### src/include/psm_pkg.sv
// Package with register map, field layouts and mode codes of the startup block.
package psm_pkg;

    // ****************************************************************
    // Register map.
    // ****************************************************************
    localparam logic [7:0]  ADDR_STARTUP  = 8'h00; // Startup mode setup word.
    localparam logic [7:0]  ADDR_PERIPH   = 8'h04; // Peripheral port word.
    localparam logic [7:0]  ADDR_RS232    = 8'h08; // Built-in RS-232C word.
    localparam logic [7:0]  ADDR_STATUS   = 8'h0C; // Selection status.
    localparam logic [7:0]  ADDR_INPUTS   = 8'h10; // Live switch view.
    localparam logic [15:0] STARTUP_RST   = 16'h0000; // Startup word reset.
    localparam logic [15:0] PERIPH_RST    = 16'h0000; // Peripheral word reset.
    localparam logic [15:0] RS232_RST     = 16'h0000; // RS-232C word reset.

    // ****************************************************************
    // Field codes.
    // ****************************************************************
    localparam logic [7:0]  SEL_SWITCH    = 8'h00; // Mode from switch 7.
    localparam logic [7:0]  SEL_RESUME    = 8'h01; // Resume last mode.
    localparam logic [7:0]  SEL_LOWBYTE   = 8'h02; // Mode from lower byte.
    localparam logic [7:0]  LOW_PROGRAM   = 8'h00; // Lower byte PROGRAM.
    localparam logic [7:0]  LOW_MONITOR   = 8'h01; // Lower byte MONITOR.
    localparam logic [7:0]  LOW_RUN       = 8'h02; // Lower byte RUN.
    localparam logic [15:0] PERIPH_CUSTOM = 16'h0001; // Custom parameters.
    localparam logic [1:0]  M_PROGRAM     = 2'h0; // Operating mode codes.
    localparam logic [1:0]  M_MONITOR     = 2'h1;
    localparam logic [1:0]  M_RUN         = 2'h2;
    localparam logic [1:0]  P_CONSOLE     = 2'h0; // Peripheral port roles.
    localparam logic [1:0]  P_SETUP       = 2'h1;
    localparam logic [1:0]  P_DEFAULT     = 2'h2;
    localparam logic [1:0]  R_HOSTLINK    = 2'h0; // RS-232C modes.
    localparam logic [1:0]  R_NOPROTO     = 2'h1;
    localparam logic [1:0]  R_DATALINK    = 2'h2;
    localparam logic [1:0]  R_DISPLAY     = 2'h3;
    localparam logic [1:0]  DEV_NONE      = 2'h0; // Attached device kinds.
    localparam logic [1:0]  DEV_CONSOLE   = 2'h1;
    localparam logic [1:0]  DEV_OTHER     = 2'h2;
    // Fixed default framing: host link, 1 start, even, 7 data, 2 stop.
    localparam int          DEF_BAUD      = 9600; // Bit rate in bit/s.
    localparam logic [3:0]  DEF_DATA_BITS = 4'h7; // Data bits.
    localparam logic [1:0]  DEF_STOP_BITS = 2'h2; // Stop bits.
    localparam logic        DEF_PARITY_EV = 1'b1; // Even parity.

    // Selections registered when the selection machine leaves detect.
    typedef struct packed {
        logic [1:0] op_mode;    // Operating mode.
        logic [1:0] periph;     // Peripheral port role.
        logic       periph_cus; // Peripheral custom parameters.
        logic       rs_forced;  // RS-232C forced to defaults.
        logic [1:0] rs_mode;    // RS-232C serial mode.
        logic       console_ok; // Console link allowed.
        logic       other_ok;   // Non-console link allowed.
        logic       xi_restore; // Restore expansion defaults.
        logic       xi_cassette;// Expansion cassette transfer allowed.
    } psm_sel_t;

    // Front switch bank, raw.
    typedef struct packed {
        logic [7:0] pin; // pin[0] is switch 1.
    } psm_sw_t;
endpackage : psm_pkg

### src/hdl/psm_top.sv
// Port and startup mode selection with its APB register file.
//
// The APB slave port and the register addresses were chosen for this implementation.
`timescale 1ns/1ns
// Contract
// - 5 off, 7 on: peripheral uses setup words
// - 5 and 7 on: peripheral uses defaults
// - 7 off: peripheral is console bus only
// - 5 off: RS-232C mode from setup words
// - 5 on: RS-232C forced host link defaults
// - Upper byte picks switch, resume, lower
// - Lower byte: PROGRAM, MONITOR, RUN
// - Nothing attached: 7 off PROGRAM, on RUN
// - Console: selector if 7 off, else PROGRAM
// - Other device, 7 off: PROGRAM, refused
// - Other device, 7 on: mode by cable
// - Mode fixed after console detection if upper byte is 00, at once for any other upper byte
// - Switch 4 on keeps user expansion codes
// - Switch 4 off restores defaults, skips cassette
// - Switch 6 mirrored in option status bit
// - Defaults: host link, 7E2 framing, 9600
module psm_top (
    input  wire logic               pclk,          // System clock.
    input  wire logic               presetn,       // Async reset, low.
    input  wire logic [31:0]        paddr,         // APB address.
    input  wire logic               psel,          // APB select.
    input  wire logic               penable,       // APB enable.
    input  wire logic               pwrite,        // APB direction.
    input  wire logic [31:0]        pwdata,        // APB write data.
    output logic      [31:0]        prdata,        // APB read data.
    output logic                    pready,        // APB ready.
    output logic                    pslverr,       // APB error.
    input  wire psm_pkg::psm_sw_t   sw_pins,       // Front switches.
    input  wire logic [1:0]         dev_kind,      // Attached device kind.
    input  wire logic               dev_valid,     // Detection finished.
    input  wire logic               cable_run,     // Cable asks for RUN.
    input  wire logic [1:0]         console_mode,  // Console selector.
    input  wire logic [1:0]         last_mode,     // Mode at last power off.
    output psm_pkg::psm_sel_t       sel,           // Registered selections.
    output logic                    sel_valid,     // Selections fixed.
    output logic                    user_option_status_bit // Switch 6 copy.
);

    // ****************************************************************
    // Switch synchronisers.
    // ****************************************************************
    logic [7:0] sw_s1;      // First stage, read only by second stage.
    logic [7:0] sw_s2;      // Second stage.
    logic [7:0] sw_s3;      // Third stage.
    logic [7:0] sw_q;       // Accepted switch state.
    logic [7:0] next_sw_q;  // Next accepted switch state.
    logic [2:0] dv_s;       // Detection flag synchroniser.

    // Accept a switch change once stages two and three agree; a bounce
    // that shows in only one stage leaves the accepted bit alone.
    for (genvar gi = 0; gi < 8; gi++) begin : g_sw_accept
        assign next_sw_q[gi] = (sw_s2[gi] == sw_s3[gi]) ? sw_s3[gi]
                                                        : sw_q[gi];
    end

    // Registers the switch pipeline.
    always_ff @(posedge pclk or negedge presetn) begin
        if (!presetn) begin
            sw_s1 <= 8'h00;
            sw_s2 <= 8'h00;
            sw_s3 <= 8'h00;
            sw_q  <= 8'h00;
            dv_s  <= 3'h0;
        end else begin
            sw_s1 <= sw_pins.pin;
            sw_s2 <= sw_s1;
            sw_s3 <= sw_s2;
            sw_q  <= next_sw_q;
            dv_s  <= {dv_s[1:0], dev_valid};
        end
    end

    // Stable detection flag, from agreeing late stages.
    logic dv_ok;
    assign dv_ok = dv_s[1] & dv_s[2];

    // ****************************************************************
    // Register file.
    // ****************************************************************
    logic [15:0] startup_mode_setup_word;      // Startup setup word.
    logic [15:0] periph_word;                  // Peripheral port word.
    logic [15:0] rs_word;                      // RS-232C word.
    logic [15:0] next_startup;                 // Next startup word.
    logic [15:0] next_periph;                  // Next peripheral word.
    logic [15:0] next_rs;                      // Next RS-232C word.
    logic [31:0] next_prdata;                  // Next read data.
    logic        next_pslverr;                 // Next error.
    logic        next_pready;                  // Next ready.
    logic        setup_ph;                     // APB setup phase.
    logic [7:0]  addr_lo;                      // Decoded address.

    assign setup_ph = psel & ~penable;
    assign addr_lo  = paddr[7:0];

    // Decodes the bus; answers in the access cycle, no wait state.
    always_comb begin
        next_startup = startup_mode_setup_word;
        next_periph  = periph_word;
        next_rs      = rs_word;
        next_prdata  = 32'h0000_0000;
        next_pslverr = 1'b0;
        next_pready  = setup_ph;
        if (setup_ph) begin
            case (addr_lo)
                psm_pkg::ADDR_STARTUP: begin
                    next_prdata = {16'h0000, startup_mode_setup_word};
                    if (pwrite) next_startup = pwdata[15:0];
                end
                psm_pkg::ADDR_PERIPH: begin
                    next_prdata = {16'h0000, periph_word};
                    if (pwrite) next_periph = pwdata[15:0];
                end
                psm_pkg::ADDR_RS232: begin
                    next_prdata = {16'h0000, rs_word};
                    if (pwrite) next_rs = pwdata[15:0];
                end
                psm_pkg::ADDR_STATUS: begin
                    next_prdata = {19'h0_0000, sel_valid, sel};
                    next_pslverr = pwrite;
                end
                psm_pkg::ADDR_INPUTS: begin
                    next_prdata = {24'h00_0000, sw_q};
                    next_pslverr = pwrite;
                end
                default: begin
                    next_pslverr = 1'b1;
                end
            endcase
        end
    end

    // Staged words, caught in the setup cycle of a transfer.
    logic [15:0] pend_startup; // Staged startup word.
    logic [15:0] pend_periph;  // Staged peripheral word.
    logic [15:0] pend_rs;      // Staged RS-232C word.
    logic        commit;       // Access cycle that is allowed to write.
    logic [15:0] next_word_st; // Next startup word.
    logic [15:0] next_word_pe; // Next peripheral word.
    logic [15:0] next_word_rs; // Next RS-232C word.

    // A refused access must not change any word, so a staged value only
    // lands at the edge that ends a clean access cycle.
    assign commit = psel & penable & pready & ~pslverr;

    // Picks the words that the edge ending the access cycle will hold.
    always_comb begin
        next_word_st = startup_mode_setup_word;
        next_word_pe = periph_word;
        next_word_rs = rs_word;
        if (commit) begin
            next_word_st = pend_startup;
            next_word_pe = pend_periph;
            next_word_rs = pend_rs;
        end
    end

    // Registers the bus state; writes land in the access cycle edge.
    always_ff @(posedge pclk or negedge presetn) begin
        if (!presetn) begin
            startup_mode_setup_word <= psm_pkg::STARTUP_RST;
            periph_word  <= psm_pkg::PERIPH_RST;
            rs_word      <= psm_pkg::RS232_RST;
            pend_startup <= psm_pkg::STARTUP_RST;
            pend_periph  <= psm_pkg::PERIPH_RST;
            pend_rs      <= psm_pkg::RS232_RST;
            prdata       <= 32'h0000_0000;
            pslverr      <= 1'b0;
            pready       <= 1'b0;
        end else begin
            pend_startup <= next_startup;
            pend_periph  <= next_periph;
            pend_rs      <= next_rs;
            startup_mode_setup_word <= next_word_st;
            periph_word  <= next_word_pe;
            rs_word      <= next_word_rs;
            prdata  <= next_prdata;
            pslverr <= next_pslverr;
            pready  <= next_pready;
        end
    end

    // ****************************************************************
    // Selection machine.
    // ****************************************************************
    typedef enum logic [1:0] {
        PSM_SETTLE, PSM_DETECT, PSM_HOLD
    } psm_state_t;

    psm_state_t         state;       // Machine state.
    psm_state_t         next_state;  // Next machine state.
    psm_pkg::psm_sel_t  next_sel;    // Next selections.
    psm_pkg::psm_sel_t  calc;        // Selections from live inputs.
    logic               next_valid;  // Next valid flag.
    logic [7:0]         up;          // Upper byte of startup word.
    logic [7:0]         lo;          // Lower byte of startup word.
    logic               s4;          // Switch 4.
    logic               s5;          // Switch 5.
    logic               s7;          // Switch 7.

    assign up = startup_mode_setup_word[15:8];
    assign lo = startup_mode_setup_word[7:0];
    assign s4 = sw_q[3];
    assign s5 = sw_q[4];
    assign s7 = sw_q[6];

    // Works out port roles and startup mode from inputs.
    always_comb begin
        calc = '0;
        // Peripheral port role.
        if (!s7) begin
            calc.periph     = psm_pkg::P_CONSOLE;
            calc.console_ok = 1'b1;
        end else if (s5) begin
            calc.periph   = psm_pkg::P_DEFAULT;
            calc.other_ok = 1'b1;
        end else begin
            calc.periph     = psm_pkg::P_SETUP;
            calc.other_ok   = 1'b1;
            calc.periph_cus = (periph_word == psm_pkg::PERIPH_CUSTOM);
        end
        // RS-232C port mode.
        if (s5) begin
            calc.rs_forced = 1'b1;
            calc.rs_mode   = psm_pkg::R_HOSTLINK;
        end else begin
            calc.rs_mode   = rs_word[1:0];
        end
        // Expansion instruction handling.
        calc.xi_restore  = ~s4;
        calc.xi_cassette = s4;
        // Startup mode.
        case (up)
            psm_pkg::SEL_RESUME: calc.op_mode = last_mode;
            psm_pkg::SEL_LOWBYTE: begin
                case (lo)
                    psm_pkg::LOW_MONITOR: calc.op_mode = psm_pkg::M_MONITOR;
                    psm_pkg::LOW_RUN:     calc.op_mode = psm_pkg::M_RUN;
                    default:              calc.op_mode = psm_pkg::M_PROGRAM;
                endcase
            end
            default: begin
                case (dev_kind)
                    psm_pkg::DEV_CONSOLE: begin
                        calc.op_mode = s7 ? psm_pkg::M_PROGRAM
                                          : console_mode;
                        if (s7) calc.other_ok = 1'b0;
                    end
                    psm_pkg::DEV_OTHER: begin
                        if (!s7) begin
                            calc.op_mode    = psm_pkg::M_PROGRAM;
                            calc.console_ok = 1'b0;
                        end else begin
                            calc.op_mode = cable_run ? psm_pkg::M_RUN
                                                     : psm_pkg::M_PROGRAM;
                        end
                    end
                    default: calc.op_mode = s7 ? psm_pkg::M_RUN
                                               : psm_pkg::M_PROGRAM;
                endcase
            end
        endcase
    end

    // With the upper byte 00, the machine waits in detect for the synchronised detection flag, so
    // a device that answers late can never leave the mode half decided.
    // Steps from settle to detect to hold; hold lasts until reset.
    always_comb begin
        next_state = state;
        next_sel   = sel;
        next_valid = sel_valid;
        case (state)
            PSM_SETTLE: next_state = PSM_DETECT;
            PSM_DETECT: begin
                if (dv_ok || up != psm_pkg::SEL_SWITCH) begin
                    next_sel   = calc;
                    next_valid = 1'b1;
                    next_state = PSM_HOLD;
                end
            end
            PSM_HOLD: next_state = PSM_HOLD;
            default:  next_state = PSM_SETTLE;
        endcase
    end

    // Registers the machine and its outputs.
    always_ff @(posedge pclk or negedge presetn) begin
        if (!presetn) begin
            state     <= PSM_SETTLE;
            sel       <= '0;
            sel_valid <= 1'b0;
            user_option_status_bit <= 1'b0;
        end else begin
            state     <= next_state;
            sel       <= next_sel;
            sel_valid <= next_valid;
            user_option_status_bit <= sw_q[5];
        end
    end

endmodule // psm_top

### config.mk
export PLATFORM = sky130hd
export DESIGN_NAME = psm_top
export DESIGN_NICKNAME = d
export VERILOG_FILES = /design/src/include/psm_pkg.sv /design/src/hdl/psm_top.sv
export SDC_FILE = /design/constraint.sdc
export NUM_CORES = 1
export LEC_CHECK = 0
export BUFFER_PORTS_ARGS = -buffer_cell sky130_fd_sc_hd__buf_2
export CAP_MARGIN = 10
export CORE_MARGIN = 2
export CORE_UTILIZATION = 51
export CTS_BUF_LIST = sky130_fd_sc_hd__clkbuf_8
export CTS_CLUSTER_SIZE = 24
export DETAILED_ROUTE_END_ITERATION = 8
export GPL_TIMING_DRIVEN = 0
export HOLD_SLACK_MARGIN = 0.03
export PLACE_DENSITY = 0.75
export SLEW_MARGIN = 20
export SYNTH_ARGS = -nofsm -noshare
export SYNTH_HDL_FRONTEND = slang
export SYNTH_SLANG_ARGS = --single-unit
### constraint.sdc
create_clock -name pclk -period 4.89 [get_ports pclk]
set_input_delay 0.489 -clock pclk [delete_from_list [all_inputs] [get_ports pclk]]
set_output_delay 0.489 -clock pclk [all_outputs]
set_load 0.02 [all_outputs]
# Word-level counts from Yosys, hierarchy flattened
# Cells that the tools add are included.
# Widths: inputs -> output; s select.
# op_classes
eq_ne,22
mux,35
bitwise_logic,8
reduce_logical,8
# op_table
cell,n
$mux 16,10
$pmux 16 s5,1
$mux 2,9
$eq 16x1->1 const B,1
$eq 8x1->1 const B,2
$eq 8x2->1 const B,2
$eq 8x4->1 const B,2
$pmux 2 s2,3
$mux 1,10
$eq 1x1->1,8
$eq 8x3->1 const B,1
$eq 8x5->1 const B,1
$logic_not 8->1,1
$reduce_bool 8->1,1
$pmux 2 s3,1
$and 1x1->1,5
$eq 2x1->1 const B,2
$eq 2x2->1 const B,2
$reduce_or 2->1,2
$not 1->1,3
$reduce_or 3->1,1
$logic_not 2->1,1
$ne 2x2->1 const B,1
$pmux 1 s2,1
2 further kinds,2
# word_totals
register_bits,181
in_bits,85
output_inout_bits,48
word_cells,106

# Depth between registers and ports, before layout
# depth
depth_word,4
mapped_depth,6

# Worst setup path after synthesis
# OpenSTA, ideal clock, no wires.
# synth_path
path_kind,input-to-reg
start,in paddr[0]
end,reg pend_periph[10]
setup_ps,125
arrival_ps,1942
t_required_ps,4765
setup_slack_ps,2823
cell_stages,5
path_cell_list,nor4_4 -> nand4_4 -> nor3_2 -> buf_4 -> mux2_2
# synth_via
elab_chain_len,3
# synth_lines
item,line,text
start: declaration,psm_top.sv:25,"input wire logic [31:0] paddr,"
$eq 8x3->1,psm_top.sv:109,case (addr_lo)
$mux 16,psm_top.sv:109,
$mux 16,psm_top.sv:108,if (setup_ph) begin
named net next_periph[10],psm_top.sv:89,logic [15:0] next_periph;
end signal: assignment,psm_top.sv:169,pend_periph <= psm_pkg::PERIPH_RST;
end signal: assignment,psm_top.sv:176,pend_periph <= next_periph;
end: declaration,psm_top.sv:139,logic [15:0] pend_periph;
# The timed path passes the listed nets, and every way through them passes these cells.
# A chain may end at the register's enable or synchronous reset.

# Worst setup path in the final report
# layout_path
start,reg pready
end,reg periph_word[9]
# layout_via
elab_chain_len,2
# layout_lines
item,line,text
start: declaration,psm_top.sv:31,"output logic pready,"
start signal: assignment,psm_top.sv:183,pready <= next_pready;
$and 1x1->1 (2 in a row),psm_top.sv:148,assign commit = psel & penable & pready & ~pslverr;
end signal: assignment,psm_top.sv:166,periph_word <= psm_pkg::PERIPH_RST;
end signal: assignment,psm_top.sv:179,periph_word <= next_word_pe;
end: declaration,psm_top.sv:86,logic [15:0] periph_word;
# Every way passes these cells.

==> impl_metrics.csv <==
group,metric,value,unit
status,outcome,"finished, final reports clean",
synthesis,ys_warn_count,0,
global_route,first_global_vias,4265,
sta,setup_tns,0,ns
critical_path,worstPathMaxFanout,10,
sta,worst_slack,2.61,ns
global_route,antenna_found_initial,0,
sta,tightest_slew,0.825,ns
layout,nNetsFinal,671,
pwr,p_leak,4.03,nW
layout,antenna_cells,0,
die,die_h,119,µm
routing,wl_per_cell,18.9,µm
hold_path,hold_path_class,"in -> async",
synthesis,synth_commonest_cells,"dfrtp_1 (165), mux2_2 (94), buf_4 (18)",
clocking,clkLatencyLatePin,0.46,ns
sta,post-route-min-period,2.28,ns
layout,synthToLayoutAreaGrowth,17.2,%
layout,nFillCells,1010,
die,chipWidth,119,µm
routing,antenna_left,0,
routing,wl_met2,7220,µm
synthesis,yosysMostFrequentCell,"dfrtp_1",
placement,hpwlAfterDp,10300,µm
clocking,postCtsSetupRepairBufs,0,
sta,slew_headroom,44.5,%
clocking,h-tree-depth,4,
sta,max_freq,0.439,GHz
pwr,p_per_area,372,nW/µm²
synthesis,synth_area_leaders,"dfrtp_1 (61%), mux2_2 (16%), mux2_4 (2.2%)",
sta,fin_worst_skew,0.00679,ns
routing,drtIter0Drc,255,
clocking,clk_pin_slew_worst_paths,0.08,ns
clocking,hold_buffers,0,
placement,io_buffers,74,
sta,finalCritPeriodShare,46.6,%
routing,met1_length,6200,µm
global_route,grt_overflow,0,
critical_path,ff2ff_setup_slack,2.61,ns
critical_path,reg2reg_depth,4,
critical_path,end_kind,"flip-flop",
sta,holdWs,0.0123,ns
sta,setup_viol,0,
synthesis,syn_inst,473,
routing,via_per_inst,5.36,
clocking,root_buffer,"clkbuf_8",
pwr,peakVddDrop,0.258,mV
synthesis,syn_area_per_cell,14.4,µm²
critical_path,cp.required,5.24,ns
routing,dr.pass1.iters,4,
die,ios,133,
global_route,grt_start_max_net_pins,88,
sta,hold_violations,0,
clocking,cts_tree,"built",
routing,route.detailed.drc,0,
placement,gp_congestion,0.820,
routing,met3_length,798,µm
die,row_count,42,
global_route,grt_usage,22.3,%
critical_path,rr_startpoint,"pready",
sta,finalMaxSlewViolations,0,
routing,num_vias,4130,
synthesis,async_reset_ff_share,100,%
critical_path,worst_setup_path_start_kind,"flip-flop",
synthesis,synth_cell_types,50,
clocking,numClockSinks,165,
critical_path,startpoint,"pready",
critical_path,cp.arrival,2.63,ns
clocking,numCtsBuffers,17,
job,maxCapViolations,0,
sta,rsz0062_at_grt,"false",
die,start_util,51.7,%
synthesis,ys_ff_latch,165,
synthesis,ys.flop_type,"dfrtp_1",
critical_path,reg2reg_to,"periph_word[9]",
synthesis,syn_area,6800,µm²
clocking,cts_max_path_buffers,2,
synthesis,ys_seq_area_share,60.8,%
die,core_area,13100,µm²
synthesis,synth_top_area_share,60.8,%
synthesis,synth_edf_count,0,
global_route,grt_pass1_wl,23500,µm
routing,top_layer,"met4",
critical_path,crit_type,"reg -> reg",
placement,place_ws,2.29,ns
routing,drt-total-wl,14500,µm
synthesis,synth_top_cell_by_area,"dfrtp_1",
die,die_area,14300,µm²
layout,drive_gt1_share,42.9,%
clocking,post_cts_resize_count,0,
-- state kept, by name, indices dropped and copies added, names as in the netlist --
signal and flops:
sel 12, dv_s 3, prdata 16, user_option_status_bit 1, sw_s1 8, sel_valid 1
pready 1, pend_startup 16, rs_word 16, periph_word 16, startup_mode_setup_word 16, sw_s3 8
sw_q 8, pend_rs 16, pslverr 1, pend_periph 16, state 2, sw_s2 8
-- how the worst max path moves through the flow --
stage	to	slack, ns	cells after the start
finish	periph_word[9]	2.61	4
floorplan	pend_periph[10]	2.82	5
detailed placement	pend_startup[14]	2.29	6
global route	periph_word[9]	2.50	4
CTS	periph_word[9]	2.65	4
global placement	prdata[10]	1.04	1
-- logic make-up after synthesis --
kind of cell / count (synthesis) / share of synthesized area [%]
AO/OA/AOI/OAI: 48 / 4.84
XOR/XNOR: 1 / 0.129
adder cells (fa/ha/maj): 12 / 1.92
buffers and inverters: 47 / 4.01
flip-flops: 165 / 60.8
multiplexers: 120 / 21.1
other: 1 / 0.0552
AND/OR/NAND/NOR: 79 / 7.22
-- report_power, final --
group | internal, mW | switching, mW | leakage [nW]
logic | 0.130 | 0.191 | 1.59
registers | 1.43 | 0.0658 | 2.20
clock network | 0.663 | 0.484 | 0.238
-- area by class of cell --
| type | instances | area (µm²) | share of cell area (%) |
|---|---|---|---|
| Multi-Input combinational cell | 276 | 2450 | 30.8 |
| Inverter | 8 | 30.0 | 0.377 |
| Buffer | 39 | 243 | 3.05 |
| Timing Repair Buffer | 75 | 408 | 5.12 |
| Sequential cell | 165 | 4130 | 51.8 |
| Tap cell | 176 | 220 | 2.76 |
| Clock inverter | 11 | 196 | 2.47 |
| Clock buffer | 21 | 289 | 3.63 |
-- cell usage in the layout (no fill, tap or decap), drive strengths merged, types with 10 or more instances in the layout --
master	n
nor2b	10
a21oi	10
nand2	17
buf	102
dfrtp	165
nor2	12
conb	16
clkbuf	33
mux2i	11
mux2	104
-- per-stage QoR --
step | instances | utilization [%] | instance area [µm²] | power [mW]
final | 771 | 60.6 | 7970 | 2.96
after floorplan | 488 | - | 6850 | 1.69
after CTS | 771 | 60.6 | 7970 | 2.99
after global routing | 771 | 60.6 | 7970 | 3.08
after detailed placement | 739 | 56.9 | 7480 | 1.85
after global placement | 738 | 56.6 | 7440 | 1.83
-- worst max-delay path, cell delays in order (launching register included) --
cell and delay (ns):
dfrtp_1 0.38, nand4b_1 0.14, clkbuf_1 0.53, buf_1 0.70, mux2_2 0.42
-- routing by layer --
metal  track usage (%)  vias to the layer above
met5                 0                        -
li1                  -                     1861
met3              4.98                       23
met4              9.04                        0
met1              29.7                     2122
met2              35.7                      124
No activity file was read; power rests on OpenSTA's default activity.
